File: config.mk
export PLATFORM = sky130hd
export DESIGN_NAME = ttg_output_timer
export DESIGN_NICKNAME = d
export VERILOG_FILES = /design/src/ttg_pkg.sv /design/src/ttg_output_timer.sv
export VERILOG_INCLUDE_DIRS = /design/src
export SDC_FILE = /design/constraint.sdc
export NUM_CORES = 1
export LEC_CHECK = 0
export BUFFER_PORTS_ARGS = -buffer_cell sky130_fd_sc_hd__buf_2
export CAP_MARGIN = 20
export CORE_MARGIN = 2
export CORE_UTILIZATION = 35
export DETAILED_ROUTE_END_ITERATION = 7
export GPL_TIMING_DRIVEN = 0
export SETUP_SLACK_MARGIN = 0.02
export SLEW_MARGIN = 20
export SYNTH_ARGS = -nofsm -noshare
export SYNTH_HDL_FRONTEND = slang
export SYNTH_SLANG_ARGS = --single-unit
File: constraint.sdc
create_clock -name ref_clk -period 4.3 [get_ports ref_clk]
set_input_delay 0.86 -clock ref_clk [delete_from_list [all_inputs] [get_ports ref_clk]]
set_output_delay 0.86 -clock ref_clk [all_outputs]
set_load 0.05 [all_outputs]
File: src/ttg_map.svh
// Contract
// [RL1] toggle pin when active duration expires
// [RL2] start keeps existing pin level unforced
// [RL3] programmable start delay in current unit
// [RL4] repeat count sets toggles, up to billion
// [RL5] repeat zero default, means one billion
// [RL6] one to eight durations, one load
// [RL7] software keeps durations inside unit range
// [RL8] start without durations reports an error
// [RL9] durations reused circularly, last wraps first
// [RL10] pin low after select, reset, force-low
// [RL11] force commands drive pin at once
// [RL12] software selects output pin before use
// [RL13] push-pull or open-drain, push-pull default
// [RL14] invert applies to waveform and forces
// [RL15] invert change toggles pin at once
// [RL16] invert disabled after initialization
// [RL17] start may follow channel zero..seven
// [RL18] default trigger none, software start only
// [RL19] remaining toggle count readable by software
// [RL20] each duration spans previous event to toggle
// [RL21] reset command stops, clears, drives low
// [RL22] stop halts at once, pin holds
// [RL23] state reads zero stopped, nonzero running
// [RL24] unit sec, ms or us, ms default
// [RL25] after last toggle stop, hold level
`ifndef TTG_MAP_SVH
`define TTG_MAP_SVH

// ----------------------------------------
// register byte offsets
// ----------------------------------------
`define TTG_OFS_CTRL 8'h00
`define TTG_OFS_CFG 8'h04
`define TTG_OFS_PINSEL 8'h08
`define TTG_OFS_DELAY 8'h0C
`define TTG_OFS_REPC 8'h10
`define TTG_OFS_DURCNT 8'h14
`define TTG_OFS_STATUS 8'h18
`define TTG_DUR_PAGE 3'h1
`define TTG_ADDR_ZERO 2'h0

// ----------------------------------------
// field positions
// ----------------------------------------
`define TTG_CTRL_START 0
`define TTG_CTRL_STOP 1
`define TTG_CTRL_RESET 2
`define TTG_CTRL_FLOW 3
`define TTG_CTRL_FHIGH 4
`define TTG_CFG_UNIT_LSB 0
`define TTG_CFG_UNIT_MSB 1
`define TTG_CFG_OD 2
`define TTG_CFG_INV 3
`define TTG_CFG_TRIG_LSB 4
`define TTG_CFG_TRIG_MSB 6
`define TTG_CFG_TRIG_EN 7
`define TTG_STAT_ERR 8

// ----------------------------------------
// reset values and codes
// ----------------------------------------
`define TTG_CFG_RST 8'h01
`define TTG_UNIT_SEC 2'h0
`define TTG_UNIT_MS 2'h1
`define TTG_UNIT_US 2'h2
`define TTG_STATE_STOP 3'h0
`define TTG_STATE_DELAY 3'h1
`define TTG_STATE_RUN 3'h2
`define TTG_MAX_REPC 30'd1000000000
`define TTG_DURCNT_MAX 4'h8

// ----------------------------------------
// timing
// ----------------------------------------
`define TTG_CLK_NS 10
`define TTG_US_NS 1000
`define TTG_US_CYC ((`TTG_US_NS + `TTG_CLK_NS - 1) / `TTG_CLK_NS)
`define TTG_SUB_PER_UNIT 1000

`endif

File: src/ttg_pkg.sv
`default_nettype none
package ttg_pkg;
    // apb request from the master
    typedef struct packed {
        logic psel;
        logic penable;
        logic pwrite;
        logic [7:0] paddr;
        logic [31:0] pwdata;
    } ttg_apb_req_t;

    // apb answer, all registered
    typedef struct packed {
        logic [31:0] prdata;
        logic pready;
        logic pslverr;
    } ttg_apb_rsp_t;

    // sequencing states
    typedef enum logic [1:0] {
        TTG_IDLE,
        TTG_DELAY,
        TTG_RUN
    } ttg_state_t;
endpackage
`default_nettype wire

File: src/ttg_output_timer.sv
// The placing of the registers and the APB register port were decided locally.
`timescale 1ns/1ps
`default_nettype none
`include "ttg_map.svh"

module ttg_output_timer #(
    parameter int NUM_PINS = 8
) (
    // clock and reset
    input wire logic ref_clk,
    input wire logic sys_rst,
    // register bus
    input wire ttg_pkg::ttg_apb_req_t apbReq,
    output var ttg_pkg::ttg_apb_rsp_t apbRsp,
    // start links to sibling channels
    input wire logic [7:0] trigIn,
    output logic startOut,
    // digital_io_port pins
    output logic [NUM_PINS-1:0] pinOut,
    output logic [NUM_PINS-1:0] pinOe
);
    import ttg_pkg::*;

    localparam int PIN_W = (NUM_PINS > 1) ? $clog2(NUM_PINS) : 1;

    // ----------------------------------------
    // state
    // ----------------------------------------
    ttg_apb_rsp_t rsp_reg, rsp_next;
    logic [7:0] cfg_reg, cfg_next;
    logic [PIN_W-1:0] pinSel_reg, pinSel_next;
    logic [31:0] delay_reg, delay_next;
    logic [29:0] repc_reg, repc_next;
    logic [3:0] durCnt_reg, durCnt_next;
    logic durLoaded_reg, durLoaded_next;
    logic [30:0] dur_reg [8];
    logic [30:0] dur_next [8];
    logic err_reg, err_next;
    ttg_state_t state_reg, state_next;
    logic [31:0] cnt_reg, cnt_next;
    logic [2:0] idx_reg, idx_next;
    logic [29:0] rem_reg, rem_next;
    logic level_reg, level_next;
    logic start_reg, start_next;
    logic [NUM_PINS-1:0] pinOut_reg, pinOut_next;
    logic [NUM_PINS-1:0] pinOe_reg, pinOe_next;
    logic [15:0] usCnt_reg, usCnt_next;
    logic [15:0] msCnt_reg, msCnt_next;
    logic [15:0] secCnt_reg, secCnt_next;

    // decoded strobes
    logic wrEn, setupRd, addrHit, durHit;
    logic cmdStart, cmdStop, cmdReset, cmdFlow, cmdFhigh;
    logic cfgWr, pinSelWr, trigHit, startReq, goStart;
    logic usTick, msTick, secTick, unitTick;
    logic [31:0] cntInc;
    logic durDone, toggleEv, invChg;

    assign apbRsp = rsp_reg;
    assign startOut = start_reg;
    assign pinOut = pinOut_reg;
    assign pinOe = pinOe_reg;

    // ----------------------------------------
    // bus decode
    // ----------------------------------------
    // write lands only at the access edge that sees pready
    assign wrEn = apbReq.psel & apbReq.penable & apbReq.pwrite & rsp_reg.pready;
    assign setupRd = apbReq.psel & ~apbReq.penable;
    assign durHit = (apbReq.paddr[7:5] == `TTG_DUR_PAGE) &&
        (apbReq.paddr[1:0] == `TTG_ADDR_ZERO);
    assign addrHit = durHit ||
        (apbReq.paddr == `TTG_OFS_CTRL) || (apbReq.paddr == `TTG_OFS_CFG) ||
        (apbReq.paddr == `TTG_OFS_PINSEL) || (apbReq.paddr == `TTG_OFS_DELAY) ||
        (apbReq.paddr == `TTG_OFS_REPC) || (apbReq.paddr == `TTG_OFS_DURCNT) ||
        (apbReq.paddr == `TTG_OFS_STATUS);

    // command strobes, one pulse per written one
    always_comb begin
        cmdStart = wrEn && (apbReq.paddr == `TTG_OFS_CTRL) && apbReq.pwdata[`TTG_CTRL_START];
        cmdStop = wrEn && (apbReq.paddr == `TTG_OFS_CTRL) && apbReq.pwdata[`TTG_CTRL_STOP];
        cmdReset = wrEn && (apbReq.paddr == `TTG_OFS_CTRL) && apbReq.pwdata[`TTG_CTRL_RESET];
        cmdFlow = wrEn && (apbReq.paddr == `TTG_OFS_CTRL) && apbReq.pwdata[`TTG_CTRL_FLOW];
        cmdFhigh = wrEn && (apbReq.paddr == `TTG_OFS_CTRL) && apbReq.pwdata[`TTG_CTRL_FHIGH];
        cfgWr = wrEn && (apbReq.paddr == `TTG_OFS_CFG);
        pinSelWr = wrEn && (apbReq.paddr == `TTG_OFS_PINSEL);
    end

    // sibling start only when a source is enabled
    assign trigHit = cfg_reg[`TTG_CFG_TRIG_EN] &&
        trigIn[cfg_reg[`TTG_CFG_TRIG_MSB:`TTG_CFG_TRIG_LSB]]; // RL17 RL18
    assign startReq = (cmdStart | trigHit) & ~cmdStop & ~cmdReset;
    assign goStart = startReq & durLoaded_reg; // RL8

    // ----------------------------------------
    // unit prescaler
    // ----------------------------------------
    // chained us/ms/sec dividers keep every counter small
    assign usTick = (usCnt_reg == 16'(`TTG_US_CYC - 1));
    assign msTick = usTick && (msCnt_reg == 16'(`TTG_SUB_PER_UNIT - 1));
    assign secTick = msTick && (secCnt_reg == 16'(`TTG_SUB_PER_UNIT - 1));

    always_comb begin
        case (cfg_reg[`TTG_CFG_UNIT_MSB:`TTG_CFG_UNIT_LSB]) // RL24
            `TTG_UNIT_SEC: unitTick = secTick;
            `TTG_UNIT_US: unitTick = usTick;
            default: unitTick = msTick;
        endcase
    end

    // prescaler restarts with the timer so first unit is whole
    always_comb begin
        usCnt_next = usTick ? 16'h0000 : usCnt_reg + 16'h0001;
        msCnt_next = !usTick ? msCnt_reg : (msTick ? 16'h0000 : msCnt_reg + 16'h0001);
        secCnt_next = !msTick ? secCnt_reg : (secTick ? 16'h0000 : secCnt_reg + 16'h0001);
        if (goStart) begin
            usCnt_next = 16'h0000;
            msCnt_next = 16'h0000;
            secCnt_next = 16'h0000;
        end
    end

    always_ff @(posedge ref_clk) begin
        if (sys_rst) begin
            usCnt_reg <= 16'h0000;
            msCnt_reg <= 16'h0000;
            secCnt_reg <= 16'h0000;
        end else begin
            usCnt_reg <= usCnt_next;
            msCnt_reg <= msCnt_next;
            secCnt_reg <= secCnt_next;
        end
    end

    // ----------------------------------------
    // sequencer and configuration
    // ----------------------------------------
    assign cntInc = cnt_reg + 32'h0000_0001;
    assign durDone = cntInc >= {1'b0, dur_reg[idx_reg]}; // RL20
    assign toggleEv = (state_reg == TTG_RUN) && unitTick && durDone;
    assign invChg = cfgWr && (apbReq.pwdata[`TTG_CFG_INV] != cfg_reg[`TTG_CFG_INV]);

    always_comb begin
        cfg_next = cfg_reg;
        pinSel_next = pinSel_reg;
        delay_next = delay_reg;
        repc_next = repc_reg;
        durCnt_next = durCnt_reg;
        durLoaded_next = durLoaded_reg;
        dur_next = dur_reg;
        state_next = state_reg;
        cnt_next = cnt_reg;
        idx_next = idx_reg;
        rem_next = rem_reg;
        level_next = level_reg;
        start_next = 1'b0;
        // error flag: a new failed start beats a clear
        err_next = err_reg;
        if (wrEn && (apbReq.paddr == `TTG_OFS_STATUS) && apbReq.pwdata[`TTG_STAT_ERR]) begin
            err_next = 1'b0;
        end
        if (startReq && !durLoaded_reg) begin
            err_next = 1'b1; // RL8
        end
        // plain register writes
        if (cfgWr) begin
            cfg_next = apbReq.pwdata[7:0]; // RL13 RL24
        end
        if (pinSelWr) begin
            pinSel_next = apbReq.pwdata[PIN_W-1:0];
        end
        if (wrEn && (apbReq.paddr == `TTG_OFS_DELAY)) begin
            delay_next = apbReq.pwdata;
        end
        if (wrEn && (apbReq.paddr == `TTG_OFS_REPC)) begin
            repc_next = apbReq.pwdata[29:0]; // RL4
        end
        if (wrEn && durHit) begin
            dur_next[apbReq.paddr[4:2]] = apbReq.pwdata[30:0]; // RL6
        end
        // count write commits the list; out of range unloads it
        if (wrEn && (apbReq.paddr == `TTG_OFS_DURCNT)) begin
            durCnt_next = apbReq.pwdata[3:0];
            durLoaded_next = (apbReq.pwdata[3:0] != 4'h0) &&
                (apbReq.pwdata[3:0] <= `TTG_DURCNT_MAX); // RL6
        end
        // sequencing
        case (state_reg)
            TTG_IDLE: cnt_next = 32'h0000_0000;
            TTG_DELAY: begin
                if (unitTick) begin
                    if (cntInc >= delay_reg) begin
                        state_next = TTG_RUN; // RL3
                        cnt_next = 32'h0000_0000;
                    end else begin
                        cnt_next = cntInc;
                    end
                end
            end
            TTG_RUN: begin
                if (toggleEv) begin
                    level_next = ~level_reg; // RL1
                    cnt_next = 32'h0000_0000; // RL20
                    rem_next = rem_reg - 30'h0000_0001;
                    // wrap back to the first entry after the last
                    if ({1'b0, idx_reg} == durCnt_reg - 4'h1) begin
                        idx_next = 3'h0; // RL9
                    end else begin
                        idx_next = idx_reg + 3'h1;
                    end
                    if (rem_reg <= 30'h0000_0001) begin
                        state_next = TTG_IDLE; // RL25
                    end
                end else if (unitTick) begin
                    cnt_next = cntInc;
                end
            end
            default: state_next = TTG_IDLE;
        endcase
        // start leaves the pin alone so waveform follows it
        if (goStart) begin
            state_next = (delay_reg == 32'h0000_0000) ? TTG_RUN : TTG_DELAY; // RL2 RL3
            cnt_next = 32'h0000_0000;
            idx_next = 3'h0;
            rem_next = (repc_reg == 30'h0000_0000) ? `TTG_MAX_REPC : repc_reg; // RL4 RL5
            start_next = 1'b1; // RL17
        end
        if (cmdStop) begin
            state_next = TTG_IDLE; // RL22
            level_next = level_reg; // toggle due in this cycle is dropped
        end
        // level overrides, strongest last
        if (invChg) begin
            level_next = ~level_next; // RL15
        end
        if (cmdFlow) begin
            level_next = cfg_next[`TTG_CFG_INV]; // RL11 RL14
        end
        if (cmdFhigh) begin
            level_next = ~cfg_next[`TTG_CFG_INV]; // RL11 RL14
        end
        if (pinSelWr) begin
            level_next = 1'b0; // RL10
        end
        if (cmdReset) begin
            state_next = TTG_IDLE; // RL21
            cnt_next = 32'h0000_0000;
            idx_next = 3'h0;
            rem_next = 30'h0000_0000;
            level_next = 1'b0; // RL10 RL21
        end
    end

    // ----------------------------------------
    // pin drivers
    // ----------------------------------------
    // open-drain only ever pulls low, releases for high
    for (genvar g = 0; g < NUM_PINS; g++) begin : gPin
        always_comb begin
            if (pinSel_next == PIN_W'(g)) begin
                pinOut_next[g] = cfg_next[`TTG_CFG_OD] ? 1'b0 : level_next; // RL13
                pinOe_next[g] = cfg_next[`TTG_CFG_OD] ? ~level_next : 1'b1; // RL13
            end else begin
                pinOut_next[g] = 1'b0;
                pinOe_next[g] = 1'b0;
            end
        end
    end

    // ----------------------------------------
    // bus answer
    // ----------------------------------------
    // data sampled in setup so access phase needs no wait
    always_comb begin
        rsp_next.pready = setupRd;
        rsp_next.pslverr = setupRd & ~addrHit;
        rsp_next.prdata = 32'h0000_0000;
        if (setupRd && !apbReq.pwrite) begin
            if (durHit) begin
                rsp_next.prdata = {1'b0, dur_reg[apbReq.paddr[4:2]]};
            end else begin
                case (apbReq.paddr)
                    `TTG_OFS_CFG: rsp_next.prdata = {24'h00_0000, cfg_reg};
                    `TTG_OFS_PINSEL: rsp_next.prdata = 32'(pinSel_reg);
                    `TTG_OFS_DELAY: rsp_next.prdata = delay_reg;
                    `TTG_OFS_REPC: rsp_next.prdata = {2'h0, rem_reg}; // RL19
                    `TTG_OFS_DURCNT: rsp_next.prdata = {28'h000_0000, durCnt_reg};
                    `TTG_OFS_STATUS: begin
                        rsp_next.prdata[`TTG_STAT_ERR] = err_reg;
                        case (state_reg) // RL23
                            TTG_DELAY: rsp_next.prdata[2:0] = `TTG_STATE_DELAY;
                            TTG_RUN: rsp_next.prdata[2:0] = `TTG_STATE_RUN;
                            default: rsp_next.prdata[2:0] = `TTG_STATE_STOP;
                        endcase
                    end
                    default: rsp_next.prdata = 32'h0000_0000;
                endcase
            end
        end
    end

    // ----------------------------------------
    // registers
    // ----------------------------------------
    always_ff @(posedge ref_clk) begin
        if (sys_rst) begin
            rsp_reg <= '0;
            cfg_reg <= `TTG_CFG_RST; // RL16 RL18 RL24
            pinSel_reg <= '0;
            delay_reg <= 32'h0000_0000;
            repc_reg <= 30'h0000_0000; // RL5
            durCnt_reg <= 4'h0;
            durLoaded_reg <= 1'b0;
            dur_reg <= '{default: 31'h0000_0000};
            err_reg <= 1'b0;
            state_reg <= TTG_IDLE;
            cnt_reg <= 32'h0000_0000;
            idx_reg <= 3'h0;
            rem_reg <= 30'h0000_0000;
            level_reg <= 1'b0; // RL10
            start_reg <= 1'b0;
            pinOut_reg <= '0;
            pinOe_reg <= NUM_PINS'(1'b1); // RL10 RL13
        end else begin
            rsp_reg <= rsp_next;
            cfg_reg <= cfg_next;
            pinSel_reg <= pinSel_next;
            delay_reg <= delay_next;
            repc_reg <= repc_next;
            durCnt_reg <= durCnt_next;
            durLoaded_reg <= durLoaded_next;
            dur_reg <= dur_next;
            err_reg <= err_next;
            state_reg <= state_next;
            cnt_reg <= cnt_next;
            idx_reg <= idx_next;
            rem_reg <= rem_next;
            level_reg <= level_next;
            start_reg <= start_next;
            pinOut_reg <= pinOut_next;
            pinOe_reg <= pinOe_next;
        end
    end
endmodule // ttg_output_timer
`default_nettype wire

Word-level counts from Yosys, hierarchy flattened. Cells that the tools add are included.

Memories kept: 0. RAM bits: 0. ROM bits: 0. Register bits: 494. Output and inout port bits: 51. Latch bits: 0. Input bits: 53. Logic and storage cells: 235.

$lt $le $gt $ge: 8. Equal/unequal tests: 29. Add/subtract/negate cells: 7. Multiplexer cells: 53. Shift operators: 0. Reduce and logical (&&, ||, !) cells: 65. Div/mod/pow operators: 0. $mul: 0. Bitwise gates (word level): 28.

Operators by type and width (count): bitwise mux 248 bit (1); binary-select mux 31 bit (select 3 bit) (2); two-way mux 31 bit (6); two-way mux 32 bit (4); two-way mux 30 bit (4); case mux 32 bit (3 select lines) (1); demux 31 bit (select 3 bit) (1); adder 16 x 1 -> 16 bit (second input constant) (3); case mux 23 bit (2 select lines) (1); adder 32 x 1 -> 32 bit (second input constant) (1); == test 16 x 10 -> 1 bit (second input constant) (2); >= comparator 32 x 31 -> 1 bit (1); >= comparator 32 bit (1); zero test 32 bit (1); two-way mux 16 bit (2); <= comparator 30 x 1 -> 1 bit (second input constant) (1); zero test 30 bit (1); subtractor 30 x 1 -> 30 bit (second input constant) (1); logical AND 1 bit (25); == test 8 x 5 -> 1 bit (second input constant) (3); OR reduction 2 bit (11); case mux 5 bit (4 select lines) (1); case mux 3 bit (6 select lines) (1); inverter 1 bit (17); other kinds (43) (98).

Longest topological paths before layout.
Depth after elaboration: 18. Mapped depth: 18. Gate-level depth less buffers: 16.

Worst setup path after synthesis. No wires, ideal clock.

Path type: reg-to-reg. Start: register idx_reg[0]. End: register pinOe_reg[0] (netlist: pinOe[0]). Required time: 4172 ps. Path slack: 21 ps. Arrival: 4151 ps. Clock period less this slack: 4279 ps. Cell stages (with the launch flop): 15. Path buffers: 3. Library setup time: 128 ps. Cell sequence: dfxtp_1 > buf_1 > buf_1 > mux4_2 > mux2i_1 > ha_1 > a21oi_1 > o21a_1 > a21oi_1 > a221o_1 > o31ai_1 > mux2i_1 > and3b_1 > buf_2 > o31ai_1.

Longest elaborated chain between the ends: 18.

Ends and longest elaborated chain: start, declared (RTL line ttg_output_timer.sv:41) `logic [2:0] idx_reg, idx_next;`; start signal, assigned (RTL line ttg_output_timer.sv:336) `idx_reg <= idx_next;`; inverter 3 -> 4 bit (not written as such) (*) (RTL line ttg_output_timer.sv:139) `assign durDone = cntInc >= {1'b0, dur_reg[idx_reg]};`; binary-select mux 31 bit (select 3 bit) (*) (RTL line ttg_output_timer.sv:139); two-way mux 31 bit (not written as such) (*) (2 in a row) (RTL line ttg_output_timer.sv:139); >= comparator 32 x 31 -> 1 bit (*) (RTL line ttg_output_timer.sv:139); logical AND 1 bit (*) (RTL line ttg_output_timer.sv:140) `assign toggleEv = (state_reg == TTG_RUN) && unitTick && durDone;`; two-way mux 1 bit (*) (RTL line ttg_output_timer.sv:201) `if (toggleEv) begin`; two-way mux 1 bit (*) (RTL line ttg_output_timer.sv:188) `case (state_reg)`; two-way mux 1 bit (*) (RTL line ttg_output_timer.sv:228) `if (cmdStop) begin`; inverter 1 bit (RTL line ttg_output_timer.sv:234) `level_next = ~level_next;`; two-way mux 1 bit (*) (RTL line ttg_output_timer.sv:233) `if (invChg) begin`; two-way mux 1 bit (*) (RTL line ttg_output_timer.sv:236) `if (cmdFlow) begin`; two-way mux 1 bit (*) (RTL line ttg_output_timer.sv:239) `if (cmdFhigh) begin`; two-way mux 1 bit (*) (RTL line ttg_output_timer.sv:242) `if (pinSelWr) begin`; two-way mux 1 bit (*) (RTL line ttg_output_timer.sv:245) `if (cmdReset) begin`; inverter 1 bit (*) (RTL line ttg_output_timer.sv:262) `` pinOe_next[g] = cfg_next[`TTG_CFG_OD] ? ~level_next : 1'b1; ``; two-way mux 1 bit (*) (RTL line ttg_output_timer.sv:262); two-way mux 1 bit (*) (RTL line ttg_output_timer.sv:260) `if (pinSel_next == PIN_W'(g)) begin`; end signal, assigned (RTL line ttg_output_timer.sv:323) `pinOe_reg <= NUM_PINS'(1'b1);`; end signal, assigned (RTL line ttg_output_timer.sv:341) `pinOe_reg <= pinOe_next;`; end, declared (RTL line ttg_output_timer.sv:46) `logic [NUM_PINS-1:0] pinOe_reg, pinOe_next;`.

Mark *: on every way between the ends. The rest lies on a longest branch, timed or not. The select of a mux whose other input is x is not followed. A chain may end at the register's enable or synchronous reset.

Worst setup path after layout.
Start: register idx_reg[0]. End: register pinOe_reg[2] (netlist: pinOe[2]).

Longest elaborated chain between the ends: 17.

Ends and longest elaborated chain (RTL line): inverter 3 -> 4 bit (not written as such) (*) (ttg_output_timer.sv:139); binary-select mux 31 bit (select 3 bit) (*) (ttg_output_timer.sv:139); two-way mux 31 bit (not written as such) (*) (2 in a row) (ttg_output_timer.sv:139); >= comparator 32 x 31 -> 1 bit (*) (ttg_output_timer.sv:139); logical AND 1 bit (*) (ttg_output_timer.sv:140); two-way mux 1 bit (*) (ttg_output_timer.sv:201); two-way mux 1 bit (*) (ttg_output_timer.sv:188); two-way mux 1 bit (*) (ttg_output_timer.sv:228); inverter 1 bit (ttg_output_timer.sv:234); two-way mux 1 bit (*) (ttg_output_timer.sv:233); two-way mux 1 bit (*) (ttg_output_timer.sv:236); two-way mux 1 bit (*) (ttg_output_timer.sv:239); two-way mux 1 bit (*) (ttg_output_timer.sv:242); two-way mux 1 bit (*) (ttg_output_timer.sv:245); inverter 1 bit (*) (ttg_output_timer.sv:262); two-way mux 1 bit (*) (ttg_output_timer.sv:262).

Marked as above.

==> reports/results.tsv <==
metric	value	unit
Placer Congestion	0.966	
failing checks	setup timing	
CP max FO	10	
Worst IR Drop VDD	0.272	mV
routed wire length	91300	um
Hold Crit Class	reg2reg	
Crit-path slowest cell	mux4_2	
area of the mapped netlist	0.0251	mm2
min Tclk post-route	4.32	ns
max cap viols	0	
Top Ports	104	
leakage	10.1	nW
Switch Pwr	2.32	mW
clock share of power	49.7	%
via count	23183	
clock slew at reported path FFs	0.06	ns
final setup violation count	3	
clock latency on the worst-skew pair	0.63	ns
Critical Path RT	4.75	ns
pins over their slew limit	0	
proportion of layout cells with a drive suffix above 1	15.4	%
Most Frequent Cell on Critical Path	buf_6	
Setup Skew	0.0301	ns
Final nets	3229	
row cnt	98	
CTS root buf	clkbuf_16	
IO buf count	79	
Die ar.	0.0738	mm2
Largest register FFs	248	
deepest clock path buffer count	3	
1st-iter DRT viols	2389	
Placeable Area	0.0712	mm2
Critical Path Max Stage Delay	0.54	ns
Worst setup SP type	register	
endpoints failing hold	0	
Sw Share	23.6	%
drt pass-1 iters	6	
first-pass GRT wire length	136000	um
sum of buffers and inverters on the critical path	4	
Die Ht	272	um
TritonCTS Buffers	54	
post-synthesis cell type count	74	
Slew headroom	18.4	%
sequential share of power	46.5	%
via/cell ratio	5.66	
ranking of synthesized cells by area	dfxtp_1 (39%), mux4_2 (11%), nand2_1 (11%), a21oi_1 (7.5%), ha_1 (3.8%)	
Seq/Total Area, Yosys	39.5	%
flops & latches, synth	494	
critical path arrival	4.77	ns
Critical Setup Path Class	reg2reg	
Setup WS post-layout	-0.0233	ns
crit share post-route	101	%
unrepaired setup endpoints after global routing	yes	
Async SR Flop Fraction	0	%
Mapped Avg Cell Area	8.53	um2
dominant cell type by area after synthesis	dfxtp_1	
largest net degree at the start of global routing	15	
GRT Total Usage	24.1	%
hpwl dp	67600	um
synth warn	0	
syn_nets	3070	
Residual DRC	0	
Pint	7.54	mW
total gr overflow	0	
worst slew pin tran	1.22	ns
PwrDens	336	mW/mm2
status	complete, but fails checks	
Post-synth EDFFs	0	
CTS tree	yes	
Final Core Density	41.2	%
cts hold-fix bufs	0	
Comb pwr share	3.9	%
prevailing post-synth register cell	dfxtp_1	
crit path cell chain	buf_6, buf_6, mux4_2, mux2i_1, ha_1, nand2_1, o21a_1, o211ai_1, a221o_2, o31ai_4, buf_12, mux2i_4, and3b_1, buf_6, nor4_1	
Mapped Cells	2940	
Worst path top cell family by delay	multiplexers	
crit end category	register	
top-area cell type share of the netlist area	39.5	%
H-tree lvl count	2	
post-DR wirelength/cell	22.3	um
initial core utilization	35.2	%
antenna violations before repair	5	
chip width	272	um
antenna viol nets, final	0	
P&R area growth vs syn	17.0	%
hold_ws	0.466	ns
Sink Count	494	
fillers	7087	
number of global-route vias before repair	21857	
fmax	231	MHz
most frequent cell after synthesis	nand2_1	
top cells by count, synth	nand2_1 (742), dfxtp_1 (494), a21oi_1 (377)	
layer usage:
layer  wire length [um]  global-route usage [%]  vias up
li1                   -                       -    10690
met5                 13                       0        -
met4               4660                    10.9        2
met2              41800                    39.1     1086
met3               8100                    4.11      243
met1              36800                    31.2    11162
path summary, 6_finish.rpt:
kind,slack [ns],from,to,cells past startpoint
setup / recovery,-0.02,idx_reg[0],pinOe[2],15
hold reg to reg,0.47,dur_reg[146],dur_reg[146],2
setup reg to reg,-0.02,idx_reg[0],pinOe[2],15
hold / removal,0.47,dur_reg[146],dur_reg[146],2
timing repair:
item,CTS,global route
gates cloned,0,0
pin swaps,9,23
setup buffers,14,11
gates resized for setup,104,66
endpoints found under the setup margin,84,84
power by group through the flow:
stage | Sequential (mW) | Combinational, mW | Clock [mW]
floorplan | 4.69 | 0.199 | 0
global placement | 4.68 | 0.363 | 0
detailed placement | 4.68 | 0.364 | 0
CTS | 4.58 | 0.372 | 4.94
global route | 4.58 | 0.398 | 5.15
finish | 4.58 | 0.384 | 4.90
cells in the final DEF (no fill, tap or decap), types with 28 or more instances in the layout:
cell	n
clkbuf_16	55
xnor2_1	43
buf_4	29
a21oi_1	376
nor3_1	29
buf_2	83
inv_1	60
ha_1	74
o21ai_0	52
nor4_1	28
nand3_1	47
nor2_1	193
clkbuf_1	187
mux2_2	34
mux2i_1	39
mux4_2	126
dfxtp_1	482
nand2_1	741
through the flow:
stage | area, um2 | TNS [ns] | cells | power (mW) | setup slack [ns]
6_report | 29300 | -0.0490 | 4094 | 9.86 | -0.0233
5_1_grt | 29300 | -0.855 | 4094 | 10.1 | -0.0912
4_1_cts | 29000 | 0 | 4081 | 9.90 | 0.0246
3_5_place_dp | 26700 | -146.64 | 3969 | 5.05 | -2.02
3_3_place_gp | 26700 | -169.28 | 3969 | 5.05 | -2.55
2_1_floorplan | 25100 | 0 | 2940 | 4.89 | 0.0212
cell families (layout without fill, tap and decap cells):
kind of cell | Yosys count | count (layout) | synth area share (%)
multiplexers | 209 | 209 | 14.8
XOR/XNOR | 74 | 74 | 2.62
AND/OR/NAND/NOR | 1204 | 1204 | 20.9
buffers and inverters | 282 | 483 | 4.27
flip-flops | 494 | 494 | 39.5
AO/OA/AOI/OAI | 600 | 600 | 14.1
other | 0 | 3 | 0
adder cells (fa/ha/maj) | 77 | 77 | 3.84
cell type report:
class	count	area [um2]	area share [%]
Antenna cell	3	7.51	0.0256
Buffer	220	930	3.17
Clock buffer	74	1550	5.28
Clock inverter	24	298	1.02
Inverter	61	229	0.781
Multi-Input combinational cell	2164	14600	49.8
Sequential cell	494	9910	33.8
Tap cell	950	1190	4.05
Timing Repair Buffer	104	599	2.04
worst min-delay path, delay by kind of cell, from the launching register on:
family | cells | cell delay, ns
AOI/OAI and AO/OA | 1 | 0.05
DFF | 1 | 0.31
and+or+nand+nor | 1 | 0.05
Power figures use the tool's default switching activity.
